**src/rtl/adc_readout_pkg.sv**
```systemverilog
// constants shared by the converter readout logic
package adc_readout_pkg;

	// core clock
	localparam longint unsigned CORE_CLK_HZ = 64'd250000000;
	localparam longint unsigned CORE_CLK_NS = 64'd4;

	// update rates in millihertz and settling times in milliseconds
	localparam longint unsigned RATE_FAST_MHZ = 64'd16700;
	localparam longint unsigned RATE_SLOW_MHZ = 64'd10000;
	localparam longint unsigned SETTLE_FAST_MS = 64'd120;
	localparam longint unsigned SETTLE_SLOW_MS = 64'd300;
	localparam longint unsigned OSC_START_MS = 64'd1;
	localparam longint unsigned READY_LEAD_NS = 64'd10000;

	// derived cycle counts (periods round down, waits round up)
	localparam longint unsigned PERIOD_FAST_CYC = CORE_CLK_HZ * 64'd1000 / RATE_FAST_MHZ;
	localparam longint unsigned PERIOD_SLOW_CYC = CORE_CLK_HZ * 64'd1000 / RATE_SLOW_MHZ;
	localparam longint unsigned SETTLE_FAST_CYC = (SETTLE_FAST_MS * CORE_CLK_HZ + 64'd999) / 64'd1000;
	localparam longint unsigned SETTLE_SLOW_CYC = (SETTLE_SLOW_MS * CORE_CLK_HZ + 64'd999) / 64'd1000;
	localparam longint unsigned OSC_START_CYC = (OSC_START_MS * CORE_CLK_HZ + 64'd999) / 64'd1000;
	localparam logic [31:0] READY_LEAD_CYC = 32'((READY_LEAD_NS + CORE_CLK_NS - 64'd1) / CORE_CLK_NS);

	// serial word layout: 20-bit result, four pad bits, then eight status bits
	localparam int WORD_BITS = 32;
	localparam int RESULT_BITS = 20;
	localparam logic [5:0] WORD_LAST = 6'h20;
	localparam logic [3:0] RESULT_PAD = 4'h0;
	localparam logic [1:0] STAT_ID = 2'h1; // arbitrary fixed pattern in the status byte

	// register byte offsets
	localparam logic [7:0] OFF_EVENT = 8'h00;
	localparam logic [7:0] OFF_MASK = 8'h04;
	localparam logic [7:0] OFF_STATE = 8'h08;
	localparam logic [7:0] OFF_RESULT = 8'h0C;
	localparam logic [7:0] OFF_CTRL = 8'h10;
	localparam logic [7:0] OFF_PATTERN = 8'h14;

	// event bits
	localparam int EV_DONE = 0;
	localparam int EV_MISSED = 1;
	localparam int EV_RESTART = 2;
	localparam int EV_READ = 3;
	localparam int EV_BITS = 4;

	// reset values and bus answers
	localparam logic [3:0] MASK_RST = 4'h0;
	localparam logic [1:0] RESP_OKAY = 2'h0;
	localparam logic [1:0] RESP_SLVERR = 2'h2;

	// conversion sequencer, gray coded along off, start, settle, run
	typedef enum logic [1:0] {
		ST_OFF = 2'b00,
		ST_START = 2'b01,
		ST_SETTLE = 2'b11,
		ST_RUN = 2'b10
	} conv_state_e;

endpackage

```
**src/rtl/serial_shifter.sv**
```systemverilog
// shift register that sends one 32-bit result word on falling shift clock edges
`timescale 1ns/10ps
module serial_shifter import adc_readout_pkg::*; (
	// clock and reset
	input wire logic core_clk,
	input wire logic sys_rst,
	// control
	input wire logic clear,
	input wire logic load,
	input wire logic [31:0] word,
	// shift clock edges, already synchronised
	input wire logic sclk_fall,
	input wire logic sclk_rise,
	// outputs
	output logic sdata,
	output logic active,
	output logic done,
	output logic [5:0] bit_cnt
);

	logic [31:0] shift_reg;
	logic [5:0] cnt_reg;
	logic sdata_reg;
	logic active_reg;
	logic done_reg;
	logic shift_now;
	logic finish_now;

	// a bit leaves on each falling edge, the word ends on the next rising edge
	assign shift_now = sclk_fall && (cnt_reg != WORD_LAST);
	assign finish_now = sclk_rise && active_reg && (cnt_reg == WORD_LAST);

	// shift state
	always_ff @(posedge core_clk or posedge sys_rst) begin
		if (sys_rst) begin
			shift_reg <= 32'h00000000;
			cnt_reg <= 6'h00;
			sdata_reg <= 1'b0;
			active_reg <= 1'b0;
		end else if (clear || load) begin
			shift_reg <= load ? word : 32'h00000000;
			cnt_reg <= 6'h00;
			active_reg <= 1'b0;
		end else if (shift_now) begin
			sdata_reg <= shift_reg[31];
			shift_reg <= {shift_reg[30:0], 1'b0};
			cnt_reg <= cnt_reg + 6'h01;
			active_reg <= 1'b1;
		end else if (finish_now) begin
			active_reg <= 1'b0;
		end
	end

	// completion pulse
	always_ff @(posedge core_clk or posedge sys_rst) begin
		if (sys_rst) begin
			done_reg <= 1'b0;
		end else begin
			done_reg <= finish_now && !clear && !load;
		end
	end

	assign sdata = sdata_reg;
	assign active = active_reg;
	assign done = done_reg;
	assign bit_cnt = cnt_reg;

endmodule

```
**src/rtl/adc_readout_top.sv**
```systemverilog
// pin-programmed converter control, ready/data serial output and register slave
`timescale 1ns/10ps
// Notes on behaviour
// - on each finished conversion the ready/data output is driven low
// - every read word carries eight status bits after the result
// - an unread result lets the ready/data output go high before the next update
// - each new result resets the serial interface, dropping any transfer under way
// - gain select low gives gain 128, high gives gain 1
// - rate select low: fast filter, 16.7 Hz updates, 120 ms settling
// - rate select high: rejection filter, 10 Hz updates, 300 ms settling
// - bridge switch closed while power-down/reset is high, open while low
// - power-down/reset low resets the conversion and serial logic, not the registers, and floats the ready/data output
// - after power-down/reset rises the device restarts and converts continuously
// - the oscillator gets about 1 ms to start before conversion begins
// - output data changes on the falling shift clock edge
// - a gain or rate select change restarts conversion with ready/data high
module adc_readout_top import adc_readout_pkg::*; #(
	parameter logic [31:0] PERIOD_FAST = PERIOD_FAST_CYC[31:0],
	parameter logic [31:0] PERIOD_SLOW = PERIOD_SLOW_CYC[31:0],
	parameter logic [31:0] SETTLE_FAST = SETTLE_FAST_CYC[31:0],
	parameter logic [31:0] SETTLE_SLOW = SETTLE_SLOW_CYC[31:0],
	parameter logic [31:0] OSC_START = OSC_START_CYC[31:0]
) (
	// clock and reset
	input wire logic core_clk,
	input wire logic sys_rst,
	// device pins
	input wire logic sclk,
	input wire logic powerdown_reset_n,
	input wire logic gain_sel,
	input wire logic filter_sel,
	output logic dout_o,
	output logic dout_oe,
	output logic bridge_switch,
	// modulator side
	input wire logic [19:0] modulator_result,
	output logic gain_128,
	output logic filter_fast,
	// axi4-lite write channels
	input wire logic [7:0] s_axi_awaddr,
	input wire logic s_axi_awvalid,
	output logic s_axi_awready,
	input wire logic [31:0] s_axi_wdata,
	input wire logic [3:0] s_axi_wstrb,
	input wire logic s_axi_wvalid,
	output logic s_axi_wready,
	output logic [1:0] s_axi_bresp,
	output logic s_axi_bvalid,
	input wire logic s_axi_bready,
	// axi4-lite read channels
	input wire logic [7:0] s_axi_araddr,
	input wire logic s_axi_arvalid,
	output logic s_axi_arready,
	output logic [31:0] s_axi_rdata,
	output logic [1:0] s_axi_rresp,
	output logic s_axi_rvalid,
	input wire logic s_axi_rready,
	// interrupt
	output logic irq
);

	////////////////////////////////////////////////////////////////////////////////
	// pin synchronisers

	logic [3:0] pin_in;
	logic [3:0] meta_reg;
	logic [3:0] sync_reg;
	logic sclk_d_reg;
	logic sclk_s;
	logic pd_s;
	logic gain_s;
	logic filter_s;

	assign pin_in = {filter_sel, gain_sel, powerdown_reset_n, sclk};

	// two flip-flops per pin
	genvar gi;
	generate
		for (gi = 0; gi < 4; gi++) begin : g_sync
			always_ff @(posedge core_clk or posedge sys_rst) begin
				if (sys_rst) begin
					meta_reg[gi] <= 1'b0;
					sync_reg[gi] <= 1'b0;
				end else begin
					meta_reg[gi] <= pin_in[gi];
					sync_reg[gi] <= meta_reg[gi];
				end
			end
		end
	endgenerate

	assign sclk_s = sync_reg[0];
	assign pd_s = sync_reg[1];
	assign gain_s = sync_reg[2];
	assign filter_s = sync_reg[3];

	////////////////////////////////////////////////////////////////////////////////
	// conversion sequencer

	conv_state_e state_reg, state_next;
	logic [31:0] cnt_reg, cnt_next;
	logic gain_reg;
	logic filter_reg;
	logic ready_reg;
	logic dout_reg;
	logic oe_reg;
	logic bridge_reg;
	logic sclk_fall;
	logic sclk_rise;
	logic cfg_change;
	logic conv_done;
	logic lead_hit;
	logic [31:0] settle_cyc;
	logic [31:0] period_cyc;
	logic [31:0] word;
	logic [19:0] result_src;
	logic [19:0] result_reg;
	logic sh_data;
	logic sh_active;
	logic sh_done;
	logic [5:0] sh_cnt;
	logic ctrl_pattern_reg;
	logic [19:0] pattern_reg;

	assign sclk_fall = sclk_d_reg && !sclk_s;
	assign sclk_rise = !sclk_d_reg && sclk_s;
	assign cfg_change = (state_reg != ST_OFF) && ((gain_s != gain_reg) || (filter_s != filter_reg));
	assign settle_cyc = filter_s ? SETTLE_SLOW : SETTLE_FAST;
	assign period_cyc = filter_reg ? PERIOD_SLOW : PERIOD_FAST;
	assign conv_done = !cfg_change && (cnt_reg == 32'h00000000)
		&& ((state_reg == ST_SETTLE) || (state_reg == ST_RUN));
	assign lead_hit = (state_reg == ST_RUN) && ready_reg && (cnt_reg == READY_LEAD_CYC);
	assign result_src = ctrl_pattern_reg ? pattern_reg : modulator_result;
	// result, pad, then status byte: ready, error, zeros, rate, gain, id
	assign word = {result_src, RESULT_PAD, 1'b0, 1'b0, 2'b00, filter_reg, gain_reg, STAT_ID};

	// next state and timer
	always_comb begin
		state_next = state_reg;
		cnt_next = (cnt_reg == 32'h00000000) ? cnt_reg : cnt_reg - 32'h00000001;
		unique case (state_reg)
			ST_OFF: begin
				state_next = ST_START;
				cnt_next = OSC_START;
			end
			ST_START: begin
				if (cnt_reg == 32'h00000000) begin
					state_next = ST_SETTLE;
					cnt_next = settle_cyc;
				end
			end
			ST_SETTLE, ST_RUN: begin
				if (cfg_change) begin
					state_next = ST_SETTLE;
					cnt_next = settle_cyc;
				end else if (conv_done) begin
					state_next = ST_RUN;
					cnt_next = period_cyc - 32'h00000001; // reload edge counts as one cycle
				end
			end
		endcase
	end

	// sequencer registers, held in reset while power-down/reset is low
	always_ff @(posedge core_clk or posedge sys_rst) begin
		if (sys_rst) begin
			state_reg <= ST_OFF;
			cnt_reg <= 32'h00000000;
			gain_reg <= 1'b0;
			filter_reg <= 1'b0;
			sclk_d_reg <= 1'b0;
		end else if (!pd_s) begin
			state_reg <= ST_OFF;
			cnt_reg <= 32'h00000000;
			gain_reg <= gain_s;
			filter_reg <= filter_s;
			sclk_d_reg <= sclk_s;
		end else begin
			state_reg <= state_next;
			cnt_reg <= cnt_next;
			gain_reg <= gain_s;
			filter_reg <= filter_s;
			sclk_d_reg <= sclk_s;
		end
	end

	// ready flag and result register
	always_ff @(posedge core_clk or posedge sys_rst) begin
		if (sys_rst) begin
			ready_reg <= 1'b0;
			result_reg <= 20'h00000;
		end else if (!pd_s || cfg_change || lead_hit || sh_done) begin
			ready_reg <= 1'b0;
		end else if (conv_done) begin
			ready_reg <= 1'b1;
			result_reg <= result_src;
		end
	end

	// pin drivers
	always_ff @(posedge core_clk or posedge sys_rst) begin
		if (sys_rst) begin
			dout_reg <= 1'b1;
			oe_reg <= 1'b0;
			bridge_reg <= 1'b0;
		end else begin
			oe_reg <= pd_s;
			bridge_reg <= pd_s;
			if (!pd_s || cfg_change || lead_hit || sh_done) begin
				dout_reg <= 1'b1;
			end else if (conv_done) begin
				dout_reg <= 1'b0;
			end else if (ready_reg && sh_active) begin
				dout_reg <= sh_data;
			end
		end
	end

	// serial word shifter, cleared on each result and on any restart
	serial_shifter u_shift (
		.core_clk(core_clk),
		.sys_rst(sys_rst),
		.clear(!pd_s || cfg_change || lead_hit),
		.load(conv_done),
		.word(word),
		.sclk_fall(sclk_fall && ready_reg),
		.sclk_rise(sclk_rise),
		.sdata(sh_data),
		.active(sh_active),
		.done(sh_done),
		.bit_cnt(sh_cnt)
	);

	assign dout_o = dout_reg;
	assign dout_oe = oe_reg;
	assign bridge_switch = bridge_reg;
	assign gain_128 = !gain_reg;
	assign filter_fast = !filter_reg;

	////////////////////////////////////////////////////////////////////////////////
	// register slave and interrupt

	function automatic logic hit(input logic [7:0] addr, input logic [7:0] off);
		hit = (addr[7:2] == off[7:2]);
	endfunction

	logic [7:0] awaddr_reg;
	logic aw_have_reg;
	logic w_have_reg;
	logic [31:0] wdata_reg;
	logic [3:0] wstrb_reg;
	logic bvalid_reg;
	logic [1:0] bresp_reg;
	logic rvalid_reg;
	logic [31:0] rdata_reg;
	logic [1:0] rresp_reg;
	logic [3:0] event_reg;
	logic [3:0] mask_reg;
	logic [3:0] ev_set;
	logic [3:0] ev_clr;
	logic wr_go;
	logic wr_map;
	logic [31:0] rd_val;
	logic rd_map;

	assign s_axi_awready = !aw_have_reg && !bvalid_reg;
	assign s_axi_wready = !w_have_reg && !bvalid_reg;
	assign s_axi_arready = !rvalid_reg;
	assign wr_go = aw_have_reg && w_have_reg && !bvalid_reg;
	assign wr_map = hit(awaddr_reg, OFF_EVENT) || hit(awaddr_reg, OFF_MASK)
		|| hit(awaddr_reg, OFF_CTRL) || hit(awaddr_reg, OFF_PATTERN);
	assign ev_set = {sh_done, cfg_change, lead_hit, conv_done};
	assign ev_clr = (wr_go && hit(awaddr_reg, OFF_EVENT) && wstrb_reg[0]) ? wdata_reg[3:0] : 4'h0;
	assign rd_map = hit(s_axi_araddr, OFF_EVENT) || hit(s_axi_araddr, OFF_MASK)
		|| hit(s_axi_araddr, OFF_STATE) || hit(s_axi_araddr, OFF_RESULT)
		|| hit(s_axi_araddr, OFF_CTRL) || hit(s_axi_araddr, OFF_PATTERN);
	assign rd_val = hit(s_axi_araddr, OFF_EVENT) ? {28'h0000000, event_reg}
		: hit(s_axi_araddr, OFF_MASK) ? {28'h0000000, mask_reg}
		: hit(s_axi_araddr, OFF_STATE) ? {24'h000000, pd_s, ready_reg, state_reg,
			filter_reg, gain_reg, sh_active, dout_reg}
		: hit(s_axi_araddr, OFF_RESULT) ? {12'h000, result_reg}
		: hit(s_axi_araddr, OFF_CTRL) ? {31'h00000000, ctrl_pattern_reg}
		: hit(s_axi_araddr, OFF_PATTERN) ? {12'h000, pattern_reg}
		: 32'h00000000;

	// write address and data capture, response after both
	always_ff @(posedge core_clk or posedge sys_rst) begin
		if (sys_rst) begin
			aw_have_reg <= 1'b0;
			w_have_reg <= 1'b0;
			awaddr_reg <= 8'h00;
			wdata_reg <= 32'h00000000;
			wstrb_reg <= 4'h0;
			bvalid_reg <= 1'b0;
			bresp_reg <= RESP_OKAY;
		end else begin
			if (s_axi_awvalid && s_axi_awready) begin
				aw_have_reg <= 1'b1;
				awaddr_reg <= s_axi_awaddr;
			end
			if (s_axi_wvalid && s_axi_wready) begin
				w_have_reg <= 1'b1;
				wdata_reg <= s_axi_wdata;
				wstrb_reg <= s_axi_wstrb;
			end
			if (wr_go) begin
				aw_have_reg <= 1'b0;
				w_have_reg <= 1'b0;
				bvalid_reg <= 1'b1;
				bresp_reg <= wr_map ? RESP_OKAY : RESP_SLVERR;
			end else if (bvalid_reg && s_axi_bready) begin
				bvalid_reg <= 1'b0;
			end
		end
	end

	// writable registers; a new event wins over its clear
	always_ff @(posedge core_clk or posedge sys_rst) begin
		if (sys_rst) begin
			event_reg <= 4'h0;
			mask_reg <= MASK_RST;
			ctrl_pattern_reg <= 1'b0;
			pattern_reg <= 20'h00000;
		end else begin
			event_reg <= (event_reg & ~ev_clr) | ev_set;
			if (wr_go && hit(awaddr_reg, OFF_MASK) && wstrb_reg[0]) begin
				mask_reg <= wdata_reg[3:0];
			end
			if (wr_go && hit(awaddr_reg, OFF_CTRL) && wstrb_reg[0]) begin
				ctrl_pattern_reg <= wdata_reg[0];
			end
			if (wr_go && hit(awaddr_reg, OFF_PATTERN)) begin
				pattern_reg[7:0] <= wstrb_reg[0] ? wdata_reg[7:0] : pattern_reg[7:0];
				pattern_reg[15:8] <= wstrb_reg[1] ? wdata_reg[15:8] : pattern_reg[15:8];
				pattern_reg[19:16] <= wstrb_reg[2] ? wdata_reg[19:16] : pattern_reg[19:16];
			end
		end
	end

	// read channel
	always_ff @(posedge core_clk or posedge sys_rst) begin
		if (sys_rst) begin
			rvalid_reg <= 1'b0;
			rdata_reg <= 32'h00000000;
			rresp_reg <= RESP_OKAY;
		end else if (s_axi_arvalid && s_axi_arready) begin
			rvalid_reg <= 1'b1;
			rdata_reg <= rd_val;
			rresp_reg <= rd_map ? RESP_OKAY : RESP_SLVERR;
		end else if (rvalid_reg && s_axi_rready) begin
			rvalid_reg <= 1'b0;
		end
	end

	assign s_axi_bvalid = bvalid_reg;
	assign s_axi_bresp = bresp_reg;
	assign s_axi_rvalid = rvalid_reg;
	assign s_axi_rdata = rdata_reg;
	assign s_axi_rresp = rresp_reg;
	assign irq = |(event_reg & mask_reg);

	////////////////////////////////////////////////////////////////////////////////
	// checks

	// cycles spent waiting for the oscillator, for the start-up check
	logic [31:0] osc_cnt_reg;
	always_ff @(posedge core_clk or posedge sys_rst) begin
		if (sys_rst) begin
			osc_cnt_reg <= 32'h00000000;
		end else if (state_reg == ST_START) begin
			osc_cnt_reg <= osc_cnt_reg + 32'h00000001;
		end else begin
			osc_cnt_reg <= 32'h00000000;
		end
	end
endmodule

```
**config.mk**
```make
export PLATFORM = sky130hd
export DESIGN_NAME = adc_readout_top
export DESIGN_NICKNAME = d
export VERILOG_FILES = /design/src/rtl/adc_readout_pkg.sv /design/src/rtl/serial_shifter.sv /design/src/rtl/adc_readout_top.sv
export SDC_FILE = /design/constraint.sdc
export NUM_CORES = 1
export LEC_CHECK = 0
export ABC_AREA = 1
export CORE_MARGIN = 2
export CORE_UTILIZATION = 64
export DETAILED_ROUTE_END_ITERATION = 10
export DONT_BUFFER_PORTS = 1
export PLACE_DENSITY_LB_ADDON = 0.25
export SYNTH_ARGS = -nofsm -noshare
export SYNTH_HDL_FRONTEND = slang
export SYNTH_SLANG_ARGS = --single-unit
```
**constraint.sdc**
```tcl
create_clock -name core_clk -period 6.9 [get_ports core_clk]
set_input_delay 0 -clock core_clk [delete_from_list [all_inputs] [get_ports core_clk]]
set_output_delay 0 -clock core_clk [all_outputs]
set_load 0.01 [all_outputs]
```
# Word level (Yosys, flattened, before mapping)
# Index checks and enable logic that the tools add are counted.
# totals
regBits	209
output_inout_bits	47
elab_cells	186
# classes
addsub	3
eq_ne	18
n_mux	44
bitwise	6
reduce_logical	77
# op_table
op	count
32-bit 2-to-1 mux	8
20-bit 2-to-1 mux	7
32-bit case mux with 3 select lines	1
32-bit by 12-bit == test with 1-bit output, second input constant	1
32-bit zero test	1
32-bit by 1-bit subtractor with 32-bit output, second input constant	1
1-bit logical AND	30
27-bit 2-to-1 mux	1
25-bit by 1-bit subtractor with 26-bit output, second input constant	1
25-bit 2-to-1 mux	1
6-bit by 3-bit == test with 1-bit output, second input constant	4
1-bit 2-to-1 mux	16
1-bit logical OR	14
2-bit nonzero test	7
6-bit by 1-bit == test with 1-bit output, second input constant	2
6-bit by 2-bit == test with 1-bit output, second input constant	2
1-bit zero test	12
6-bit zero test	2
2-bit 2-to-1 mux	6
6-bit 2-to-1 mux	2
2-bit AND reduction	6
4-bit AND	2
6-bit by 1-bit adder with 6-bit output, second input constant	1
6-bit == test, second input constant	1
other kinds (15)	19

# Longest topological paths before layout
# logic_depth
depth_word	10
depth_mapped	15
ltp_nobuf	14

# Cells and area by module
# From an unflattened synthesis, not the netlist that was laid out.
# hier_totals
cells_unflattened	1215
hier_area_um2	9806.9
# modules_own_cells
mod	instances	cells_per_inst	area_each_um2	seq_area_each_um2
adc_readout_top	1	978	7773.7	3804.9
serial_shifter	1	237	2033.2	1026.0

# Least setup slack after synthesis
# OpenSTA, ideal clock, no wires.
# synth_timing
kind	flip-flop to flip-flop
startpoint	register cnt_reg[0]
endpoint	register u_shift.shift_reg[3]
setup_time_ps	113
t_arrival_ps	1715
path_slack_ps	5072
path_stages_with_launch	16
n_path_buf	2
synth_period_minus_slack_ps	1828
cell_sequence	dfrtp_1 > inv_1 > ha_1 > inv_1 > nor2_1 > nand3_2 > inv_2 > nand2_4 > nor2_8 > inv_2 > nand2_4 > buf_6 > buf_6 > o21bai_1 > nand2_1 > inv_1
# synth_via
elab_chain_len	5
elab_cells_between_ends	10
cone_classes	eq/ne: 1; mux: 2; reduce/logical: 7
# synth_lines
element	line_no	text
start, declared	adc_readout_top.sv:101	logic [31:0] cnt_reg, cnt_next;
start signal, assigned	adc_readout_top.sv:180	cnt_reg <= cnt_next;
32-bit zero test or 32-bit by 12-bit == test with 1-bit output (tied branches)	adc_readout_top.sv:130, adc_readout_top.sv:132	
1-bit logical AND (on tied branches)	adc_readout_top.sv:130, adc_readout_top.sv:132	
1-bit logical AND or 1-bit logical OR (tied branches)	adc_readout_top.sv:131, adc_readout_top.sv:223	
32-bit 2-to-1 mux or 1-bit logical OR (tied branches)	serial_shifter.sv:41, serial_shifter.sv:40	
32-bit 2-to-1 mux or 2-bit nonzero test (tied branches)	n/a	
end signal, assigned	serial_shifter.sv:41	shift_reg <= load ? word : 32'h00000000;
end signal, assigned	serial_shifter.sv:46	shift_reg <= {shift_reg[30:0], 1'b0};
end, declared	serial_shifter.sv:21	logic [31:0] shift_reg;
# Parallel ways exist; a longest one is shown, timed or not.
# A chain may end at the register's enable or synchronous reset.

# Worst setup path after layout
# layout_timing
startpoint	register cnt_reg[21]
endpoint	register cnt_reg[3]
# layout_via
elab_chain_len	7
elab_cells_between_ends	9
cone_classes	mux: 6; reduce/logical: 3
# layout_lines
element	line_no	text
32-bit zero test *	adc_readout_top.sv:130, adc_readout_top.sv:140, adc_readout_top.sv:147	
1-bit logical AND	adc_readout_top.sv:130	assign conv_done = !cfg_change && (cnt_reg == 32'h00000000)
1-bit logical AND	adc_readout_top.sv:131	&& ((state_reg == ST_SETTLE) || (state_reg == ST_RUN));
32-bit 2-to-1 mux	adc_readout_top.sv:156	end else if (conv_done) begin
32-bit 2-to-1 mux	adc_readout_top.sv:153	if (cfg_change) begin
32-bit case mux with 3 select lines *	adc_readout_top.sv:141	unique case (state_reg)
32-bit 2-to-1 mux *	adc_readout_top.sv:172	end else if (!pd_s) begin
# Every way passes the cells marked *; elsewhere a longest branch is shown, timed or not.

==> out/summary.log <==
qor: worst_setup_path.crit_path_start_kind flop
qor: drt.drt.antenna.violating_nets 0
qor: sta.timing.final.setup_violations 0
qor: synthesis.synthCells 1,217
qor: cts.tritoncts_num_sinks 193
qor: pwr.switching_share 35.0%
qor: synthesis.synthesis.yosys.warnings 0
qor: sta.fmaxAchievable 338 MHz
qor: pwr.power.total 3.08 mW
qor: synthesis.synth_sequential_area_ratio 49.9%
qor: cts.post-cts-setup-buffers 0
qor: cts.cts.htree.levels 4
qor: floorplanning.initial_utilization 66.1%
qor: worst_setup_path.crit_required 7.29 ns
qor: cts.cts_tree yes
qor: pwr.leakage 5.50 nW
qor: sta.final_period_minus_worst_setup_slack 2.96 ns
qor: cts.post_cts_hold_buffer_count 69
qor: sta.final-max-slew-violation-count 0
qor: global_routing.first_global_vias 8,110
qor: pwr.power_per_cell_area 280 nW/um^2
qor: pwr.switchingPower 1.08 mW
qor: finish.antenna-diode-count 0
qor: min_path.min_path_type input port to flop
qor: synthesis.post_synthesis_register_bit_count 193
qor: finish.final_net_count 1,358
qor: synthesis.avgSynthCellArea 7.96 um^2
qor: global_routing.grt_first_pass_wirelength 42.4 mm
qor: sta.worst_clock_skew 0.0152 ns
qor: sta.grt_setup_unrepaired false
qor: cts.clk_pin_slew 0.08 ns
qor: worst_setup_path.cp.arrival 3.34 ns
qor: placement.place.gp.congestion 0.933
qor: floorplanning.ios 130
qor: finish.syn2layout_area_growth 13.8%
qor: worst_setup_path.path_class flop to flop
qor: worst_setup_path.timing.critical_path.slowest_cell_delay 0.87 ns
qor: sta.normalized_max_slew_margin 36.5%
qor: global_routing.initial_antenna_violation_count 0
qor: global_routing.grt_overflow 0
qor: cts.root_buffer sky130_fd_sc_hd__clkbuf_16
qor: worst_setup_path.critPathSlowestCell sky130_fd_sc_hd__nor2_2
qor: worst_setup_path.worstPathMaxFanout 23
qor: drt.wl 25.8 mm
qor: floorplanning.fp.dieArea 16,100 um^2
qor: pwr.sequentialPowerShare 46.3%
qor: sta.final-hold-violation-count 0
qor: min_path.timing.hold.worst_path_depth 6
qor: pwr.comb_power_share 21.0%
qor: flow_run.maxCapViolCount 0
qor: worst_setup_path.crit_top_cell sky130_fd_sc_hd__nor2_2
qor: drt.routedWlPerCell 17.6 um
qor: worst_setup_path.path_cells nor2_1 > nand2_1 > nor2_2 > nand2_4 > nor2_2 > nand2_1 > nor2_2 > inv_1 > nand3_1 > o21ai_0 > nor2_1
qor: global_routing.grt_use_total 33.5%
qor: synthesis.synthesis.area 9690 um^2
qor: worst_setup_path.worst_setup_path_end_kind flop
qor: synthesis.synth.distinct_cells 48
qor: pwr.internal_power 2.00 mW
qor: placement.place_hpwl 16.2 mm
qor: cts.insertion_delay 0.45 ns
qor: sta.post-route-worst-setup-slack 3.94 ns
qor: placement.port_buffers 0
qor: floorplanning.dieHeight 127 um
qor: pwr.vdd.ir_drop.worst 315 uV
qor: sta.max_slew.worst_pin.slew 0.951 ns
qor: drt.routed-via-count 8,406
qor: placement.place_worst_setup_slack 4.00 ns
qor: synthesis.postSynth.topFlopCell sky130_fd_sc_hd__dfrtp_1
qor: pwr.clkPwrFrac 32.7%
qor: worst_setup_path.rr_worst_depth 11
qor: floorplanning.rows 44
qor: synthesis.synth_edf_count 0
qor: cts.postCtsResizedCells 0
qor: drt.tritonroute_pass_1_iters 5
qor: floorplanning.dieWidth 127 um
qor: drt.drc 0
qor: drt.drt_first_iter_violations 954
qor: cts.numCtsBuffers 17
qor: floorplanning.coreArea 14,600 um^2
qor: sta.post-route-period-util 42.8%
qor: sta.setup_total_negative_slack 0 ns
qor: finish.drive_gt1_share 6.70%
qor: cts.cts.path.max_buffers 2
qor: global_routing.grt_start_max_net_pins 121
qor: run_status.outcome complete, no violations
qor: drt.route.detailed.vias_per_inst 5.73
qor: synthesis.proportion_of_synthesized_flip_flops_having_asynchronous_set_or_reset 100%
## power groups by stage
stage | Combinational (mW) | Sequential, mW | Clock [mW]
final | 0.647 | 1.43 | 1.01
after global routing | 0.724 | 1.44 | 1.05
after CTS | 0.613 | 1.41 | 1.01
after detailed placement | 0.560 | 1.43 | 0
after global placement | 0.543 | 1.43 | 0
after floorplan | 0.465 | 1.39 | 0
## cell type report
cell class / instances / area (um^2)
Sequential cell: 193 / 4830
Fill cell: 1000 / 3620
Tap cell: 184 / 230
Multi-Input combinational cell: 817 / 3990
Inverter: 168 / 641
Clock buffer: 17 / 425
Timing Repair Buffer: 73 / 721
Clock inverter: 15 / 184
## cell families after synthesis
family	after synthesis	synth area share, %
AOI/OAI and AO/OA	196	11.2
and+or+nand+nor	565	25.1
DFF	193	49.9
other	1	0.0387
adders and majority gates	5	0.646
buffers and inverters	220	9.45
muxes	13	1.50
xor gates and xnor gates	24	2.17
## per-stage QoR
step	utilization (%)	instances	instance area, um^2	hold slack, ns
after floorplan	-	1230	9740	0.0314
after global placement	66.4	1366	9720	0.0315
after detailed placement	66.4	1366	9720	0.0315
after CTS	75.3	1467	11000	0.0179
after global routing	75.3	1467	11000	0.0650
final	75.3	1467	11000	0.0396
## critical path, delay by kind of cell, from the launching register on
family | cells | cell delay (ns)
AOI/OAI and AO/OA | 1 | 0.11
buffers and inverters | 1 | 0.19
and+or+nand+nor | 9 | 2.16
DFF | 1 | 0.44
## synthesized netlist by cell type, drive strengths merged (2+ instances only)
cell | count | share of area [%]
xnor2 | 8 | 0.72
nand3 | 44 | 2.4
o21bai | 2 | 0.15
nand4 | 15 | 0.97
nor4 | 2 | 0.19
a31oi | 2 | 0.13
o21ai | 113 | 5.8
a41oi | 2 | 0.18
a21oi | 49 | 2.6
inv | 168 | 6.5
dfrtp | 192 | 50
ha | 5 | 0.65
nor3 | 19 | 1.1
a22oi | 17 | 1.3
nand2 | 325 | 13
a221oi | 5 | 0.45
xor2 | 16 | 1.4
o22ai | 2 | 0.13
mux2 | 12 | 1.4
buf | 31 | 2.1
nor2 | 151 | 6.8
clkbuf | 21 | 0.81
nand3b | 6 | 0.46
## cells in the final DEF (no fill, tap or decap), types with 6 or more instances in the layout
| cell type | instances |
|---|---|
| sky130_fd_sc_hd__nand3b_1 | 6 |
| sky130_fd_sc_hd__nand2_1 | 318 |
| sky130_fd_sc_hd__xor2_1 | 16 |
| sky130_fd_sc_hd__nor2_2 | 9 |
| sky130_fd_sc_hd__clkbuf_16 | 17 |
| sky130_fd_sc_hd__dlygate4sd3_1 | 69 |
| sky130_fd_sc_hd__clkinv_8 | 6 |
| sky130_fd_sc_hd__mux2_2 | 12 |
| sky130_fd_sc_hd__nor2_1 | 134 |
| sky130_fd_sc_hd__inv_1 | 162 |
| sky130_fd_sc_hd__nand3_1 | 42 |
| sky130_fd_sc_hd__o21ai_0 | 98 |
| sky130_fd_sc_hd__nor3_1 | 17 |
| sky130_fd_sc_hd__a21oi_1 | 48 |
| sky130_fd_sc_hd__nand4_1 | 15 |
| sky130_fd_sc_hd__conb_1 | 14 |
| sky130_fd_sc_hd__xnor2_1 | 8 |
| sky130_fd_sc_hd__nor2_4 | 7 |
| sky130_fd_sc_hd__dfrtp_1 | 192 |
| sky130_fd_sc_hd__a22oi_1 | 17 |
| sky130_fd_sc_hd__o21ai_1 | 15 |
## final timing paths
path,start,end,slack (ns)
worst min-delay path,s_axi_araddr[4],s_axi_rdata[0],0.04
worst max-delay path,cnt_reg[21],cnt_reg[3],3.94
worst min register to register,meta_reg[2],gain_s,0.35
min in group asynchronous,sys_rst,u_shift.shift_reg[23],0.25
max in group asynchronous,sys_rst,meta_reg[2],5.20
worst max register to register,cnt_reg[21],cnt_reg[3],3.94
## per-layer routing
metal  vias up  part of all wire [%]  global-route usage [%]
li1       3947                     -                       -
met1      3984                    43                    48.2
met2       423                    46                    52.0
met3        52                   8.7                    8.12
met4         0                   1.9                    8.60
met5         -                     0                       0
Power figures use the tool's default switching activity.
